<file path="config.mk">
export PLATFORM = sky130hd
export DESIGN_NAME = token_node
export DESIGN_NICKNAME = d
export VERILOG_FILES = /design/src/hw/node_pkg.sv /design/src/hw/token_node.sv
export SDC_FILE = /design/constraint.sdc
export NUM_CORES = 2
export LEC_CHECK = 0
export BUFFER_PORTS_ARGS = -buffer_cell sky130_fd_sc_hd__buf_2
export CORE_UTILIZATION = 45
export CTS_CLUSTER_DIAMETER = 200
export CTS_CLUSTER_SIZE = 24
export DETAILED_ROUTE_END_ITERATION = 8
export PLACE_DENSITY = 0.63
export SETUP_SLACK_MARGIN = 0.02
export SYNTH_ARGS = -nofsm -noshare
export SYNTH_HDL_FRONTEND = slang
export SYNTH_SLANG_ARGS = --single-unit
export TNS_END_PERCENT = 1
</file>
<file path="constraint.sdc">
create_clock -name CORE_CLK -period 4.2 [get_ports CORE_CLK]
set_input_delay 0.21 -clock CORE_CLK [delete_from_list [all_inputs] [get_ports CORE_CLK]]
set_output_delay 0.21 -clock CORE_CLK [all_outputs]
set_load 0.05 [all_outputs]
</file>
<file path="src/hw/node_pkg.sv">
// Package for the token-passing node controller: register map, field
// layout, reset values, timing counts and state encodings.
// Assumes a 25 MHz core clock and a classic Wishbone register port.
package node_pkg;
    // Clock and timing
    localparam int CLK_HZ           = 25000000;
    localparam int TOKEN_TIME_NS    = 57000;
    localparam int TOKEN_CYCLES     = (TOKEN_TIME_NS / 1000) * (CLK_HZ / 1000000);
    localparam int RETRY_LIMIT      = 5;
    localparam int MS_CYCLES        = CLK_HZ / 1000;

    // Register byte offsets
    localparam logic [7:0] REG_CTRL     = 8'h00;
    localparam logic [7:0] REG_CONFIG   = 8'h04;
    localparam logic [7:0] REG_SYNC     = 8'h08;
    localparam logic [7:0] REG_CMDWORD  = 8'h0C;
    localparam logic [7:0] REG_STATEW   = 8'h10;
    localparam logic [7:0] REG_STATUS   = 8'h14;
    localparam logic [7:0] REG_IRQ_ST   = 8'h18;
    localparam logic [7:0] REG_IRQ_MASK = 8'h1C;
    localparam logic [7:0] REG_FAILCNT  = 8'h20;
    localparam logic [7:0] REG_TXREQ    = 8'h24;
    localparam logic [7:0] REG_LINKS    = 8'h28;

    // Control register fields
    localparam int CTRL_PSEUDO  = 0;
    localparam int CTRL_CYCEN   = 1;
    // Interrupt status fields
    localparam int IRQ_WIDTH    = 5;
    localparam int IRQ_DROP     = 0;
    localparam int IRQ_FAST     = 1;
    localparam int IRQ_SLOW     = 2;
    localparam int IRQ_SYNC     = 3;
    localparam int IRQ_RECON    = 4;
    // Drive state word positions
    localparam int STATE_MINSPD = 3;
    localparam int STATE_UNUSED = 15;
    // Remote reset bit of the drive command word
    localparam int CMD_RESET    = 11;

    // Reset values and write limits
    localparam logic [7:0]  RST_ADDR     = 8'h00;
    localparam logic [2:0]  RST_RATE     = 3'h0;
    localparam logic [15:0] RST_SYNC     = 16'h0000;
    localparam logic [2:0]  RATE_MAX     = 3'h4;
    localparam logic [6:0]  SLOW_MIN     = 7'h02;
    localparam logic [6:0]  SLOW_MAX     = 7'h13;

    // Frame kinds on the link
    localparam logic [1:0] FR_TOKEN = 2'h0;
    localparam logic [1:0] FR_DATA  = 2'h1;
    localparam logic [1:0] FR_SYNC  = 2'h2;
    localparam logic [1:0] FR_ACK   = 2'h3;

    typedef enum logic [2:0] {
        ST_IDLE  = 3'b000,
        ST_HOLD  = 3'b001,
        ST_SEND  = 3'b011,
        ST_WAIT  = 3'b010,
        ST_PASS  = 3'b110
    } node_state_t;
endpackage : node_pkg

</file>
<file path="src/hw/token_node.sv">
// Token-passing node controller: token rotation, one message per token,
// retry and drop, cyclic timing as pseudo-master, Wishbone registers.
// Assumes a frame layer outside that delivers decoded frames with a CRC
// verdict and sends the frames this block requests.
//
// Behaviour
// - Pass token to next higher present address
// - No higher node: pass to lowest address
// - Transmit only with token, one message
// - Token frame occupies about 57 microseconds
// - Pseudo-master generates cyclic data interrupts
// - Pseudo-master broadcasts sync at next token
// - Sync received starts cyclic data transmission
// - One cyclic link sent per token receipt; a resend here carries the next link index, not the failed one
// - Resend on CRC failure or no response
// - Drop message after five failed resends
// - Dropped message increments failed-delivery count
// - Detect receive errors, never correct them
// - Address 1-255 valid, zero disables node
// - Data rate code limited to 0..4
// - Sync code: fast ms low, slow multiple high
// - State word bit 3 min speed, 15 unused
// - Reconfiguration raises an indication
//
// Implementation choices: the Wishbone slave port and the register offsets.
`timescale 1ns/1ns
module token_node #(
    parameter int RESP_TIMEOUT = 256,
    parameter int MAX_LINKS    = 10
) (
    // Clock and reset
    input  wire logic        CORE_CLK,
    input  wire logic        RST,
    // Wishbone slave
    input  wire logic        CYC_I,
    input  wire logic        STB_I,
    input  wire logic        WE_I,
    input  wire logic [7:0]  ADR_I,
    input  wire logic [3:0]  SEL_I,
    input  wire logic [31:0] DAT_I,
    output logic      [31:0] DAT_O,
    output logic             ACK_O,
    output logic             IRQ,
    // Decoded receive frames
    input  wire logic        RX_VALID,
    input  wire logic [1:0]  RX_KIND,
    input  wire logic [7:0]  RX_SRC,
    input  wire logic [7:0]  RX_DST,
    input  wire logic        RX_CRC_OK,
    // Frame transmit request
    output logic             TX_START,
    output logic      [1:0]  TX_KIND,
    output logic      [7:0]  TX_DST,
    output logic      [15:0] TX_DATA,
    input  wire logic        TX_DONE,
    // Drive interface
    input  wire logic [15:0] DRIVE_STATE,
    output logic      [15:0] DRIVE_CMD,
    output logic             RECON
);
    initial
    begin
        if (RESP_TIMEOUT < 1 || RESP_TIMEOUT > 65535)
            $error("RESP_TIMEOUT out of range");
        if (MAX_LINKS < 1 || MAX_LINKS > 255)
            $error("MAX_LINKS out of range");
    end

    localparam int IRQ_W = node_pkg::IRQ_WIDTH;

    node_pkg::node_state_t state;
    logic [7:0]  node_addr;
    logic [2:0]  rate_code;
    logic [15:0] sync_rate_code;
    logic        pseudo;
    logic        cyc_en;
    logic [15:0] cmd_word;
    logic [IRQ_W-1:0] irq_st;
    logic [IRQ_W-1:0] irq_mask;
    logic [15:0] failed_delivery_count;
    logic [15:0] tx_req_data;
    logic [7:0]  tx_req_dst;
    logic        tx_pending;
    logic [7:0]  link_count;
    logic [7:0]  link_idx;
    logic        cyc_active;
    logic        sync_due;
    logic [255:0] present;
    logic [2:0]  retries;
    logic [15:0] wait_cnt;
    logic [15:0] tok_cnt;
    logic [1:0]  msg_kind;
    logic [IRQ_W-1:0] ev;
    logic        wr;
    logic        rd_err;
    logic [15:0] ms_cnt;
    logic [6:0]  fast_cnt;
    logic [6:0]  slow_cnt;
    logic        fast_tick;
    logic        node_on;
    logic [7:0]  next_hop;
    logic        clr_pending;

    localparam logic [15:0] TOK_CYC = 16'(node_pkg::TOKEN_CYCLES);
    localparam logic [15:0] MS_CYC  = 16'(node_pkg::MS_CYCLES);

    // Decimal digit pair from a BCD-like field; sync code is stored binary
    // coded decimal so the four printed digits map to nibbles.
    function automatic logic [6:0] bcd2(input logic [7:0] v);
        bcd2 = 7'(v[7:4]) * 7'h0A + 7'(v[3:0]);
    endfunction : bcd2

    // Lowest present address above own, else lowest overall.
    function automatic logic [7:0] pick_next(input logic [255:0] p,
                                             input logic [7:0]   me);
        logic [7:0] hi;
        logic [7:0] lo;
        logic       fh;
        logic       fl;
        hi = 8'h00;
        lo = me;
        fh = 1'b0;
        fl = 1'b0;
        for (int i = 255; i >= 1; i--)
        begin
            if (p[i] && 8'(i) > me)
            begin
                hi = 8'(i);
                fh = 1'b1;
            end
            if (p[i])
            begin
                lo = 8'(i);
                fl = 1'b1;
            end
        end
        pick_next = fh ? hi : (fl ? lo : me);
    endfunction : pick_next

    assign node_on = (node_addr != 8'h00);
    assign next_hop = pick_next(present, node_addr);
    assign wr = CYC_I && STB_I && WE_I && !ACK_O;
    assign IRQ = |(irq_st & irq_mask);
    assign RECON = irq_st[node_pkg::IRQ_RECON];
    assign DRIVE_CMD = cmd_word;

    // Bus register writes and configuration
    always_ff @(posedge CORE_CLK)
    begin
        if (RST)
        begin
            node_addr      <= node_pkg::RST_ADDR;
            rate_code      <= node_pkg::RST_RATE;
            sync_rate_code <= node_pkg::RST_SYNC;
            pseudo         <= 1'b0;
            cyc_en         <= 1'b0;
            cmd_word       <= 16'h0000;
            irq_mask       <= '0;
            tx_req_data    <= 16'h0000;
            tx_req_dst     <= 8'h00;
            link_count     <= 8'h00;
        end
        else if (wr && SEL_I[0])
        begin
            case (ADR_I)
                node_pkg::REG_CTRL:
                begin
                    pseudo <= DAT_I[node_pkg::CTRL_PSEUDO];
                    cyc_en <= DAT_I[node_pkg::CTRL_CYCEN];
                end
                node_pkg::REG_CONFIG:
                begin
                    node_addr <= DAT_I[7:0];
                    if (SEL_I[1] && DAT_I[10:8] <= node_pkg::RATE_MAX)
                        rate_code <= DAT_I[10:8];
                end
                node_pkg::REG_SYNC:
                    if (SEL_I[1] && bcd2(DAT_I[15:8]) >= node_pkg::SLOW_MIN
                        && bcd2(DAT_I[15:8]) <= node_pkg::SLOW_MAX)
                        sync_rate_code <= DAT_I[15:0];
                node_pkg::REG_CMDWORD:
                    if (SEL_I[1])
                        cmd_word <= DAT_I[15:0];
                node_pkg::REG_IRQ_MASK:
                    irq_mask <= DAT_I[IRQ_W-1:0];
                node_pkg::REG_TXREQ:
                    if (SEL_I[2])
                    begin
                        tx_req_data <= DAT_I[15:0];
                        tx_req_dst  <= DAT_I[23:16];
                    end
                node_pkg::REG_LINKS:
                    if (DAT_I[7:0] <= 8'(MAX_LINKS))
                        link_count <= DAT_I[7:0];
                default: ;
            endcase
        end
    end

    // Bus read and acknowledge
    always_ff @(posedge CORE_CLK)
    begin
        if (RST)
        begin
            ACK_O <= 1'b0;
            DAT_O <= 32'h00000000;
        end
        else
        begin
            ACK_O <= CYC_I && STB_I && !ACK_O;
            case (ADR_I)
                node_pkg::REG_CTRL:
                    DAT_O <= {30'h0, cyc_en, pseudo};
                node_pkg::REG_CONFIG:
                    DAT_O <= {21'h0, rate_code, node_addr};
                node_pkg::REG_SYNC:    DAT_O <= {16'h0, sync_rate_code};
                node_pkg::REG_CMDWORD: DAT_O <= {16'h0, cmd_word};
                node_pkg::REG_STATEW:
                    DAT_O <= {17'h0, DRIVE_STATE[14:0]};
                node_pkg::REG_STATUS:
                    DAT_O <= {21'h0, cyc_active, tx_pending, node_on,
                              5'h0, state};
                node_pkg::REG_IRQ_ST:
                    DAT_O <= {{(32-IRQ_W){1'b0}}, irq_st};
                node_pkg::REG_IRQ_MASK:
                    DAT_O <= {{(32-IRQ_W){1'b0}}, irq_mask};
                node_pkg::REG_FAILCNT:
                    DAT_O <= {16'h0, failed_delivery_count};
                node_pkg::REG_TXREQ:
                    DAT_O <= {8'h0, tx_req_dst, tx_req_data};
                node_pkg::REG_LINKS:   DAT_O <= {24'h0, link_count};
                default:               DAT_O <= 32'h00000000;
            endcase
        end
    end

    // Cycle timer for the pseudo-master: fast tick every CC ms, slow
    // tick every NN fast ticks.
    always_ff @(posedge CORE_CLK)
    begin
        if (RST || !pseudo || !node_on)
        begin
            ms_cnt   <= 16'h0000;
            fast_cnt <= 7'h00;
            slow_cnt <= 7'h00;
        end
        else
        begin
            if (ms_cnt == MS_CYC - 16'h0001)
            begin
                ms_cnt <= 16'h0000;
                if (fast_cnt + 7'h01 >= bcd2(sync_rate_code[7:0]))
                begin
                    fast_cnt <= 7'h00;
                    if (slow_cnt + 7'h01 >= bcd2(sync_rate_code[15:8]))
                        slow_cnt <= 7'h00;
                    else
                        slow_cnt <= slow_cnt + 7'h01;
                end
                else
                    fast_cnt <= fast_cnt + 7'h01;
            end
            else
                ms_cnt <= ms_cnt + 16'h0001;
        end
    end

    assign fast_tick = pseudo && node_on && ms_cnt == MS_CYC - 16'h0001
                       && fast_cnt + 7'h01 >= bcd2(sync_rate_code[7:0]);

    // Events for the interrupt status
    always_comb
    begin
        ev = '0;
        ev[node_pkg::IRQ_DROP] = state == node_pkg::ST_WAIT && retries ==
            3'(node_pkg::RETRY_LIMIT) && (wait_cnt == 16'h0000 ||
            (RX_VALID && !RX_CRC_OK));
        ev[node_pkg::IRQ_FAST] = fast_tick;
        ev[node_pkg::IRQ_SLOW] = fast_tick &&
            slow_cnt + 7'h01 >= bcd2(sync_rate_code[15:8]);
        ev[node_pkg::IRQ_SYNC] = RX_VALID && RX_CRC_OK &&
            RX_KIND == node_pkg::FR_SYNC;
        ev[node_pkg::IRQ_RECON] = RX_VALID && RX_CRC_OK && node_on &&
            !present[RX_SRC] && RX_SRC != 8'h00;
    end

    // Sticky status: set wins over write-one-to-clear
    always_ff @(posedge CORE_CLK)
    begin
        if (RST)
            irq_st <= '0;
        else if (wr && SEL_I[0] && ADR_I == node_pkg::REG_IRQ_ST)
            irq_st <= (irq_st & ~DAT_I[IRQ_W-1:0]) | ev;
        else
            irq_st <= irq_st | ev;
    end

    // Membership learned from traffic heard on the link
    always_ff @(posedge CORE_CLK)
    begin
        if (RST || !node_on)
            present <= '0;
        else if (RX_VALID && RX_CRC_OK && RX_SRC != 8'h00)
            present[RX_SRC] <= 1'b1;
    end

    // Pending single message; cleared when acknowledged or dropped
    assign clr_pending = (state == node_pkg::ST_WAIT && msg_kind ==
        node_pkg::FR_DATA && ((RX_VALID && RX_CRC_OK && RX_KIND ==
        node_pkg::FR_ACK) || ev[node_pkg::IRQ_DROP]));
    always_ff @(posedge CORE_CLK)
    begin
        if (RST)
            tx_pending <= 1'b0;
        else if (wr && SEL_I[2] && ADR_I == node_pkg::REG_TXREQ)
            tx_pending <= 1'b1;
        else if (clr_pending)
            tx_pending <= 1'b0;
    end

    // Sync bookkeeping and cyclic link progress
    always_ff @(posedge CORE_CLK)
    begin
        if (RST || !node_on)
        begin
            sync_due   <= 1'b0;
            cyc_active <= 1'b0;
            link_idx   <= 8'h00;
        end
        else
        begin
            if (fast_tick)
                sync_due <= 1'b1;
            else if (state == node_pkg::ST_SEND &&
                     msg_kind == node_pkg::FR_SYNC)
                sync_due <= 1'b0;
            if (ev[node_pkg::IRQ_SYNC] ||
                (state == node_pkg::ST_SEND && msg_kind == node_pkg::FR_SYNC))
            begin
                cyc_active <= cyc_en && link_count != 8'h00;
                link_idx   <= 8'h00;
            end
            else if (state == node_pkg::ST_SEND &&
                     msg_kind == node_pkg::FR_DATA && cyc_active && !tx_pending)
            begin
                if (link_idx + 8'h01 >= link_count)
                    cyc_active <= 1'b0;
                link_idx <= link_idx + 8'h01;
            end
        end
    end

    // Token and message sequencer
    always_ff @(posedge CORE_CLK)
    begin
        if (RST || !node_on)
        begin
            state                 <= node_pkg::ST_IDLE;
            retries               <= 3'h0;
            wait_cnt              <= 16'h0000;
            tok_cnt               <= 16'h0000;
            msg_kind              <= node_pkg::FR_TOKEN;
            TX_START              <= 1'b0;
            TX_KIND               <= node_pkg::FR_TOKEN;
            TX_DST                <= 8'h00;
            TX_DATA               <= 16'h0000;
            if (RST)
                failed_delivery_count <= 16'h0000;
        end
        else
        begin
            TX_START <= 1'b0;
            case (state)
                node_pkg::ST_IDLE:
                    if (RX_VALID && RX_CRC_OK && RX_KIND == node_pkg::FR_TOKEN
                        && RX_DST == node_addr)
                        state <= node_pkg::ST_HOLD;
                node_pkg::ST_HOLD:
                begin
                    retries <= 3'h0;
                    if (pseudo && sync_due)
                        msg_kind <= node_pkg::FR_SYNC;
                    else if (tx_pending || cyc_active)
                        msg_kind <= node_pkg::FR_DATA;
                    else
                        msg_kind <= node_pkg::FR_TOKEN;
                    state <= (pseudo && sync_due) || tx_pending || cyc_active
                             ? node_pkg::ST_SEND : node_pkg::ST_PASS;
                end
                node_pkg::ST_SEND:
                begin
                    TX_START <= 1'b1;
                    TX_KIND  <= msg_kind;
                    TX_DST   <= msg_kind == node_pkg::FR_SYNC ? 8'hFF :
                                tx_pending ? tx_req_dst : next_hop;
                    TX_DATA  <= tx_pending ? tx_req_data :
                                {8'h00, link_idx};
                    wait_cnt <= 16'(RESP_TIMEOUT);
                    state    <= node_pkg::ST_WAIT;
                end
                node_pkg::ST_WAIT:
                begin
                    if (msg_kind == node_pkg::FR_SYNC)
                    begin
                        if (TX_DONE)
                            state <= node_pkg::ST_PASS;
                    end
                    else if (RX_VALID && RX_CRC_OK &&
                             RX_KIND == node_pkg::FR_ACK)
                        state <= node_pkg::ST_PASS;
                    else if (wait_cnt == 16'h0000 ||
                             (RX_VALID && !RX_CRC_OK))
                    begin
                        if (retries == 3'(node_pkg::RETRY_LIMIT))
                        begin
                            failed_delivery_count <=
                                failed_delivery_count + 16'h0001;
                            state <= node_pkg::ST_PASS;
                        end
                        else
                        begin
                            retries <= retries + 3'h1;
                            state   <= node_pkg::ST_SEND;
                        end
                    end
                    else
                        wait_cnt <= wait_cnt - 16'h0001;
                    tok_cnt <= TOK_CYC;
                end
                node_pkg::ST_PASS:
                begin
                    if (tok_cnt == TOK_CYC || tok_cnt == 16'h0000)
                    begin
                        TX_START <= tok_cnt != 16'h0000;
                        TX_KIND  <= node_pkg::FR_TOKEN;
                        TX_DST   <= next_hop;
                        TX_DATA  <= 16'h0000;
                    end
                    if (tok_cnt == 16'h0000)
                        state <= node_pkg::ST_IDLE;
                    else
                        tok_cnt <= tok_cnt - 16'h0001;
                end
                default: state <= node_pkg::ST_IDLE;
            endcase
            if (state == node_pkg::ST_HOLD)
                tok_cnt <= TOK_CYC;
        end
    end

    a_drop_counts: assert property (@(posedge CORE_CLK) disable iff (RST)
        ev[node_pkg::IRQ_DROP] && state == node_pkg::ST_WAIT &&
        msg_kind != node_pkg::FR_SYNC
        |=> failed_delivery_count == $past(failed_delivery_count) + 16'h0001)
        else $error("drop did not count");
    a_off_idle: assert property (@(posedge CORE_CLK) disable iff (RST)
        !node_on |=> state == node_pkg::ST_IDLE && !TX_START)
        else $error("disabled node active");
    a_tx_token: assert property (@(posedge CORE_CLK) disable iff (RST)
        TX_START |-> $past(state) != node_pkg::ST_IDLE)
        else $error("sent without token");
    a_retry_cap: assert property (@(posedge CORE_CLK) disable iff (RST)
        retries <= 3'(node_pkg::RETRY_LIMIT))
        else $error("retry count exceeded");
    a_idle_pass: assert property (@(posedge CORE_CLK) disable iff (RST)
        state == node_pkg::ST_HOLD && !tx_pending && !cyc_active && !sync_due
        |=> state == node_pkg::ST_PASS)
        else $error("idle token held");
    a_irq_level: assert property (@(posedge CORE_CLK) disable iff (RST)
        IRQ == |(irq_st & irq_mask))
        else $error("irq mismatch");
    a_rate_range: assert property (@(posedge CORE_CLK) disable iff (RST)
        rate_code <= node_pkg::RATE_MAX)
        else $error("rate code out of range");
    a_fail_retry: assert property (@(posedge CORE_CLK) disable iff (RST)
        state == node_pkg::ST_WAIT && msg_kind == node_pkg::FR_DATA &&
        RX_VALID && !RX_CRC_OK && retries < 3'(node_pkg::RETRY_LIMIT)
        |=> state == node_pkg::ST_SEND ##1 TX_START)
        else $error("no resend");
endmodule : token_node

</file>
# [After elaboration in Yosys (flattened, before gate mapping)]
# Cells that the tools add are included.
[classes] add_sub_neg=11 n_mul=3 n_lt_le_gt_ge=264 eq_ne=37 muxes=1078 bitwise=6 n_reduce_logical=349
[ops] op="two-way mux 8 bit" n=515
[ops] op="> comparator 8 bit, first input constant" n=128
[ops] op="two-way mux 1 bit" n=521
[ops] op="> comparator 7 x 8 -> 1 bit, first input constant" n=64
[ops] op="logical AND 1 bit" n=291
[ops] op="one-hot mux 24 bit (11 select lines)" n=1
[ops] op="> comparator 6 x 8 -> 1 bit, first input constant" n=32
[ops] op="bitwise OR 256 bit" n=1
[ops] op="two-way mux 16 bit" n=13
[ops] op="> comparator 5 x 8 -> 1 bit, first input constant" n=16
[ops] op="one-hot mux 16 bit (2 select lines)" n=3
[ops] op="> comparator 4 x 8 -> 1 bit, first input constant" n=8
[ops] op="two-way mux 3 bit" n=12
[ops] op="adder 16 x 1 -> 16 bit, second input constant" n=2
[ops] op="equality test 8 x 5 -> 1 bit, second input constant" n=4
[ops] op="> comparator 3 x 8 -> 1 bit, first input constant" n=4
[ops] op="zero test 16 bit" n=2
[ops] op="subtractor 16 x 1 -> 16 bit, second input constant" n=2
[ops] op="equality test 8 x 6 -> 1 bit, second input constant" n=3
[ops] op="nonzero test 8 bit" n=3
[ops] op="inequality test 2 bit, second input constant" n=11
[ops] op="nonzero test 2 bit" n=11
[ops] op="adder 7 x 4 -> 7 bit" n=3
[ops] op="multiplier 4 x 3 -> 6 bit, second input constant" n=3
[ops] op="other kinds (54)" n=95
[word_totals] reg_bits=500 input_bits=86 output_inout_bits=78 wordCells=1780

# [Longest topological paths before layout]
[depth] depth_word=261 ltp_mapped=16 ltp_nobuf=12

# [Worst setup path before layout]
# OpenSTA, ideal clock, no wires.
[synth_timing] kind="flip-flop to flip-flop" start="register sync_rate_code[5]" end="register slow_cnt[3]" setup_time_ns=0.072 arrival_ns=3.166 setup_slack_ns=0.962 stages_incl_launch_ff=13 period_less_slack_ns=3.238 path_cell_list="dfxtp_1 > ha_1 > ha_1 > fa_1 > nand2_1 > nor2_1 > xnor2_1 > ha_1 > a21oi_1 > or4_1 > clkbuf_1 > or4_1 > a21oi_1"
[synth_between] elab_chain_len=4
[synth_rtl] item="from (decl)" line="token_node.sv:74" rtl="logic [15:0] sync_rate_code;"
[synth_rtl] item="from (signal assigned)" line="token_node.sv:154" rtl="sync_rate_code <= node_pkg::RST_SYNC;"
[synth_rtl] item="from (signal assigned)" line="token_node.sv:180" rtl="sync_rate_code <= DAT_I[15:0];"
[synth_rtl] item="multiplier 4 x 3 -> 6 bit" line="token_node.sv:110" rtl="bcd2 = 7'(v[7:4]) * 7'h0A + 7'(v[3:0]);"
[synth_rtl] item="adder 7 x 4 -> 7 bit" line="token_node.sv:110"
[synth_rtl] item="greater-or-equal comparator 7 bit" line="token_node.sv:252" rtl="if (fast_cnt + 7'h01 >= bcd2(sync_rate_code[7:0]))"
[synth_rtl] item="AND reduction 2 bit (no source line)"
[synth_rtl] item="to (signal assigned)" line="token_node.sv:258" rtl="slow_cnt <= slow_cnt + 7'h01;"
[synth_rtl] item="to (decl)" line="token_node.sv:98" rtl="logic [6:0] slow_cnt;"
# No other way between the ends.
# A chain may end at the register's enable or synchronous reset.

# [Final worst setup path]
[layout_timing] start="register node_addr[3]" end="register TX_DST[0]"
[layout_between] elab_chain_len=261 word_cells_on_any_way=1028 cone_classes="order compare: 255; mux: 515; reduce/logical: 258"
[layout_rtl] item="from (decl)" line="token_node.sv:72" rtl="logic [7:0] node_addr;"
[layout_rtl] item="from (signal assigned)" line="token_node.sv:152" rtl="node_addr <= node_pkg::RST_ADDR;"
[layout_rtl] item="from (signal assigned)" line="token_node.sv:173" rtl="node_addr <= DAT_I[7:0];"
[layout_rtl] item="> comparator 8 bit" line="token_node.sv:126" rtl="if (p[i] && 8'(i) > me)"
[layout_rtl] item="logical AND 1 bit" line="token_node.sv:126"
[layout_rtl] item="two-way mux 8 bit / two-way mux 1 bit (equally long branches) (255 in a row)" line="token_node.sv:126"
[layout_rtl] item="two-way mux 8 bit" line="token_node.sv:137" rtl="pick_next = fh ? hi : (fl ? lo : me);"
[layout_rtl] item="two-way mux 8 bit" line="token_node.sv:395" rtl="tx_pending ? tx_req_dst : next_hop;"
[layout_rtl] item="two-way mux 8 bit" line="token_node.sv:394" rtl="TX_DST <= msg_kind == node_pkg::FR_SYNC ? 8'hFF :"
[layout_rtl] item="one-hot mux 8 bit (2 select lines)" line="token_node.sv:373" rtl="case (state)"
[layout_rtl] item="to (signal assigned)" line="token_node.sv:394"
[layout_rtl] item="to (signal assigned)" line="token_node.sv:436" rtl="TX_DST <= next_hop;"
[layout_rtl] item="to (decl)" line="token_node.sv:53" rtl="output logic [7:0] TX_DST,"
# Parallel ways exist; a longest one is shown, timed or not. The select of a mux whose other input is x is not followed.

==> implementation parameters <==
Parameter                              Value

Critical path
  Reg-to-Reg End ... TX_DST[0]
  Worst setup path class ... reg -> reg
  Required time at the worst-slack endpoint ... roughly 4.8 ns
  Setup slack on the worst flop-to-flop path ... 0.10 ns
  Startpoint of the lowest-slack register-to-register path ... node_addr[3]
  Arrival time at the worst endpoint ... approximately 4.7 ns
  Number of cell instances on the worst register-to-register path ... 10
  Crit Path Max Fanout ... 38
  Setup crit end kind ... register
  Worst setup SP type ... register
  Start point of the critical path ... node_addr[3]

Flow run
  Max capacitance violation total ... 0

Routing
  Routed WL ... 162000 um
  Number of DRC markers after the initial detailed-route iteration ... 4944
  Routed len/inst ... 29.1 um
  Via density per instance ... 6.71
  Antenna viol nets, final ... 0
  Via count of the routed design ... roughly 37000
  Count of unresolved DRC violations after routing ... 0
  Router iterations before antenna repair ... 7

Logic synthesis
  Portion of the post-synthesis area used by sequential elements ... 30.1%
  Yosys warnings ... 0
  Synthesized area divided by synthesized cell count ... 7.62 um^2
  Ys flop type ... sky130_fd_sc_hd__dfxtp_1
  Number of distinct library cells after synthesis ... between 100 and 150
  Netlist Area Pre-Place ... roughly 0.033 mm^2
  EDFF count, synth ... 16
  Fraction of registers with async set/reset ... 0%
  Flip-flop and latch count after synthesis ... roughly 490
  Syn Inst Count ... about 4400

Clock tree
  Total setup buffers inserted after CTS ... 0
  CTS tree ... built
  Inserted Clock Buffers ... 24
  Clock-pin transition on the worst setup and hold timing paths ... roughly 0.12 ns
  H-tree depth ... 1
  CTS Root Buffer Type ... sky130_fd_sc_hd__clkbuf_16
  Clock Tree Buf Depth ... 3
  Clock network latency to the later pin of the worst-skew pair ... approximately 0.66 ns
  Clock net sink count ... 492

Timing
  Final number of max-transition violations ... 0
  Setup TNS after final layout ... 0 ns
  Clock skew after layout ... ~0.042 ns
  Hold Vio Cnt, Final ... 0
  Worst Max-Slew Pin Slew ... between 1 and 1.5 ns
  Max Clock Freq ... approximately 0.24 GHz
  Ratio of final minimum period to clock period ... a little over nine tenths
  Setup repair after global routing missed its margin ... no
  Slew HR ... approximately 17%
  Shortest period the worst path allows ... 4.10 ns
  Final setup violating endpoints ... 0

Global routing
  Total congestion overflow after global routing ... 0
  Number of global-route vias before repair ... between 30000 and 40000
  Antenna violations before repair ... 7
  Global-route usage over all layers ... a little over two fifths
  Largest net degree at the start of global routing ... approximately 150
  First-pass GRT wire length ... approximately 230000 um

Placed design
  Routability congestion estimate ... approximately 1.1
  Estimated wirelength of the detail-placed design ... between 100000 and 150000 um
  Instance count after placement with tap cells included ... 5476
  Number of buffer cells added on primary ports ... roughly 150

Final layout
  Share of layout cells above drive strength 1 ... ~14%
  Final core utilization ... 51.6%
  Final standard cell count with taps included and fillers excluded ... 5553
  Area growth, synth to finish ... 13.2%
  Net count of the finished layout ... between 4000 and 5000

Floorplanning
  Floorplan die width ... roughly 270 um
  Core area ... 0.0730 mm^2
  Die outline area ... around 0.075 mm^2
  Vertical die dimension ... around 270 um
  Site Rows ... 99
  Effective utilization at floorplan ... between 40 and 50%
  I/O Pins ... between 150 and 200

Power
  Cell Int Power ... 0.00588 W
  Logic gate share of total power ... under 10%
  Net Sw Frac ... between 20% and 30%
  Total power divided by cell area ... ~210 mW/mm^2
  Switching power ... about 0.0020 W
  Register share of total power ... roughly 60%
  Highest ir drop seen on vdd ... 0.454 mV
  Part of the power in the clock network ... roughly a third
  Total power ... a little under 0.008 W
  Pleak ... 14.0 nW

Hold path
  Hold worst-path end ... irq_st[3]
  Min-delay worst type ... in -> reg
  Hold Crit Start ... RX_KIND[0]
  Worst Hold Depth ... 4

Outcome
  Run status ... complete, no violations
## sequential cells by signal, summed over array words and instances, names as in the netlist, 16 cells and up
signal / count
DAT_O: 24
ms_cnt: 16
tx_req_data: 16
present: 256
failed_delivery_count: 16
TX_DATA: 16
wait_cnt: 16
sync_rate_code: 16
tok_cnt: 16
DRIVE_CMD: 16
## per-layer routing
layer  track usage, %  up-vias  routed length (um)
met4             27.1       10               12700
li1                 -    16671                   -
met1             52.3    17802               62900
met5                0        -                  71
met2             64.8     2231               70200
met3             8.46      541               15600
## how the worst max path moves through the flow
stage,endpoint,slack [ns],depth (start not counted)
detailed placement,TX_DST[4],0.16,13
CTS,TX_DST[4],0.16,14
global route,TX_DST[0],0.06,12
global placement,TX_DST[4],0.20,13
floorplan,slow_cnt[3],0.96,12
finish,TX_DST[0],0.10,10
## per-stage QoR
stage	worst slack, ns	cell area [um^2]	hold slack (ns)
2_1_floorplan	0.962	33300	0.346
3_3_place_gp	0.203	36500	0.431
3_5_place_dp	0.157	36500	0.441
4_1_cts	0.161	37600	0.00482
5_1_grt	0.0557	37600	0.00295
6_report	0.102	37600	0.0113
## synthesized netlist by cell type (all sizes together), types with 40 or more instances
library cell	instances	area share, %
nor2	630	7.1
a21oi	549	8.3
dfxtp	476	29
nand2	363	4.1
o21ai	257	3.9
clkbuf	202	2.3
nand3	130	2.0
nor4	122	2.4
inv	118	1.3
nor3	108	1.6
buf	97	1.7
mux4	81	5.5
o211ai	58	1.3
nand4	56	1.1
xor2	52	1.4
ha	51	1.9
a31oi	48	0.90
a22oi	45	1.0
a21o	44	0.99
nand2b	43	0.81
o21a	43	0.97
a211oi	40	0.92
## repair_timing
action / in CTS / in global routing
hold endpoints to repair: 90 / 0
hold buffers: 44 / 0
resized for setup: 0 / 6
setup endpoints to repair: 0 / 6
## cells by family after synthesis
logic type | synth area share (%)
buffers and inverters | 5.30
flip-flops | 30.1
other | 0.0113
XOR/XNOR | 2.37
multiplexers | 6.61
AND/OR/NAND/NOR | 26.1
adder cells (fa/ha/maj) | 2.31
AO/OA/AOI/OAI | 27.2
## cell usage in the layout (no fill, tap or decap), types with 34 or more instances in the layout
master / instances
sky130_fd_sc_hd__a21o_1: 44
sky130_fd_sc_hd__nor3_1: 95
sky130_fd_sc_hd__nand2b_1: 43
sky130_fd_sc_hd__and2_1: 34
sky130_fd_sc_hd__a21oi_1: 548
sky130_fd_sc_hd__a211oi_1: 39
sky130_fd_sc_hd__a22oi_1: 45
sky130_fd_sc_hd__or3_1: 34
sky130_fd_sc_hd__nand4_1: 56
sky130_fd_sc_hd__nor4_1: 116
sky130_fd_sc_hd__o21ai_0: 239
sky130_fd_sc_hd__xor2_1: 52
sky130_fd_sc_hd__a31oi_1: 48
sky130_fd_sc_hd__nand2_1: 363
sky130_fd_sc_hd__mux2i_1: 34
sky130_fd_sc_hd__nand3_1: 130
sky130_fd_sc_hd__nor2_1: 628
sky130_fd_sc_hd__o211ai_1: 57
sky130_fd_sc_hd__o21a_1: 43
sky130_fd_sc_hd__dlygate4sd3_1: 44
sky130_fd_sc_hd__buf_2: 143
sky130_fd_sc_hd__mux4_2: 81
sky130_fd_sc_hd__buf_4: 292
sky130_fd_sc_hd__xnor2_1: 38
sky130_fd_sc_hd__ha_1: 51
sky130_fd_sc_hd__inv_1: 117
sky130_fd_sc_hd__dfxtp_1: 468
## power by group through the flow
| stage | Combinational, W | Sequential (W) | Clock (W) |
|---|---|---|---|
| floorplan | 0.000194 | 0.00481 | 0 |
| global placement | 0.000358 | 0.00480 | 0 |
| detailed placement | 0.000360 | 0.00480 | 0 |
| CTS | 0.000391 | 0.00470 | 0.00277 |
| global route | 0.000417 | 0.00470 | 0.00291 |
| finish | 0.000402 | 0.00470 | 0.00273 |
## area by class of cell
type	instances	area, um^2
multi-input cells	3456	21700
flip-flops and latches	492	10000
repair buffers	493	3630
well taps	959	1200
fillers	7259	35300
inverters	120	450
clock buffers	30	623
clock inverters	2	32.5
diodes	1	2.50
## worst max-delay path: stages (launching register included)
cell and delay (ns):
sky130_fd_sc_hd__dfxtp_4 0.52, sky130_fd_sc_hd__nor3_4 0.93, sky130_fd_sc_hd__o21ai_0 0.35, sky130_fd_sc_hd__o311ai_0 0.62, sky130_fd_sc_hd__a21oi_1 0.09, sky130_fd_sc_hd__nand4b_1 0.26
sky130_fd_sc_hd__a2111o_1 0.37, sky130_fd_sc_hd__o221ai_1 0.36, sky130_fd_sc_hd__buf_4 0.20, sky130_fd_sc_hd__a311o_1 0.24, sky130_fd_sc_hd__nand2_1 0.07
No activity file was read; power rests on OpenSTA's default activity.
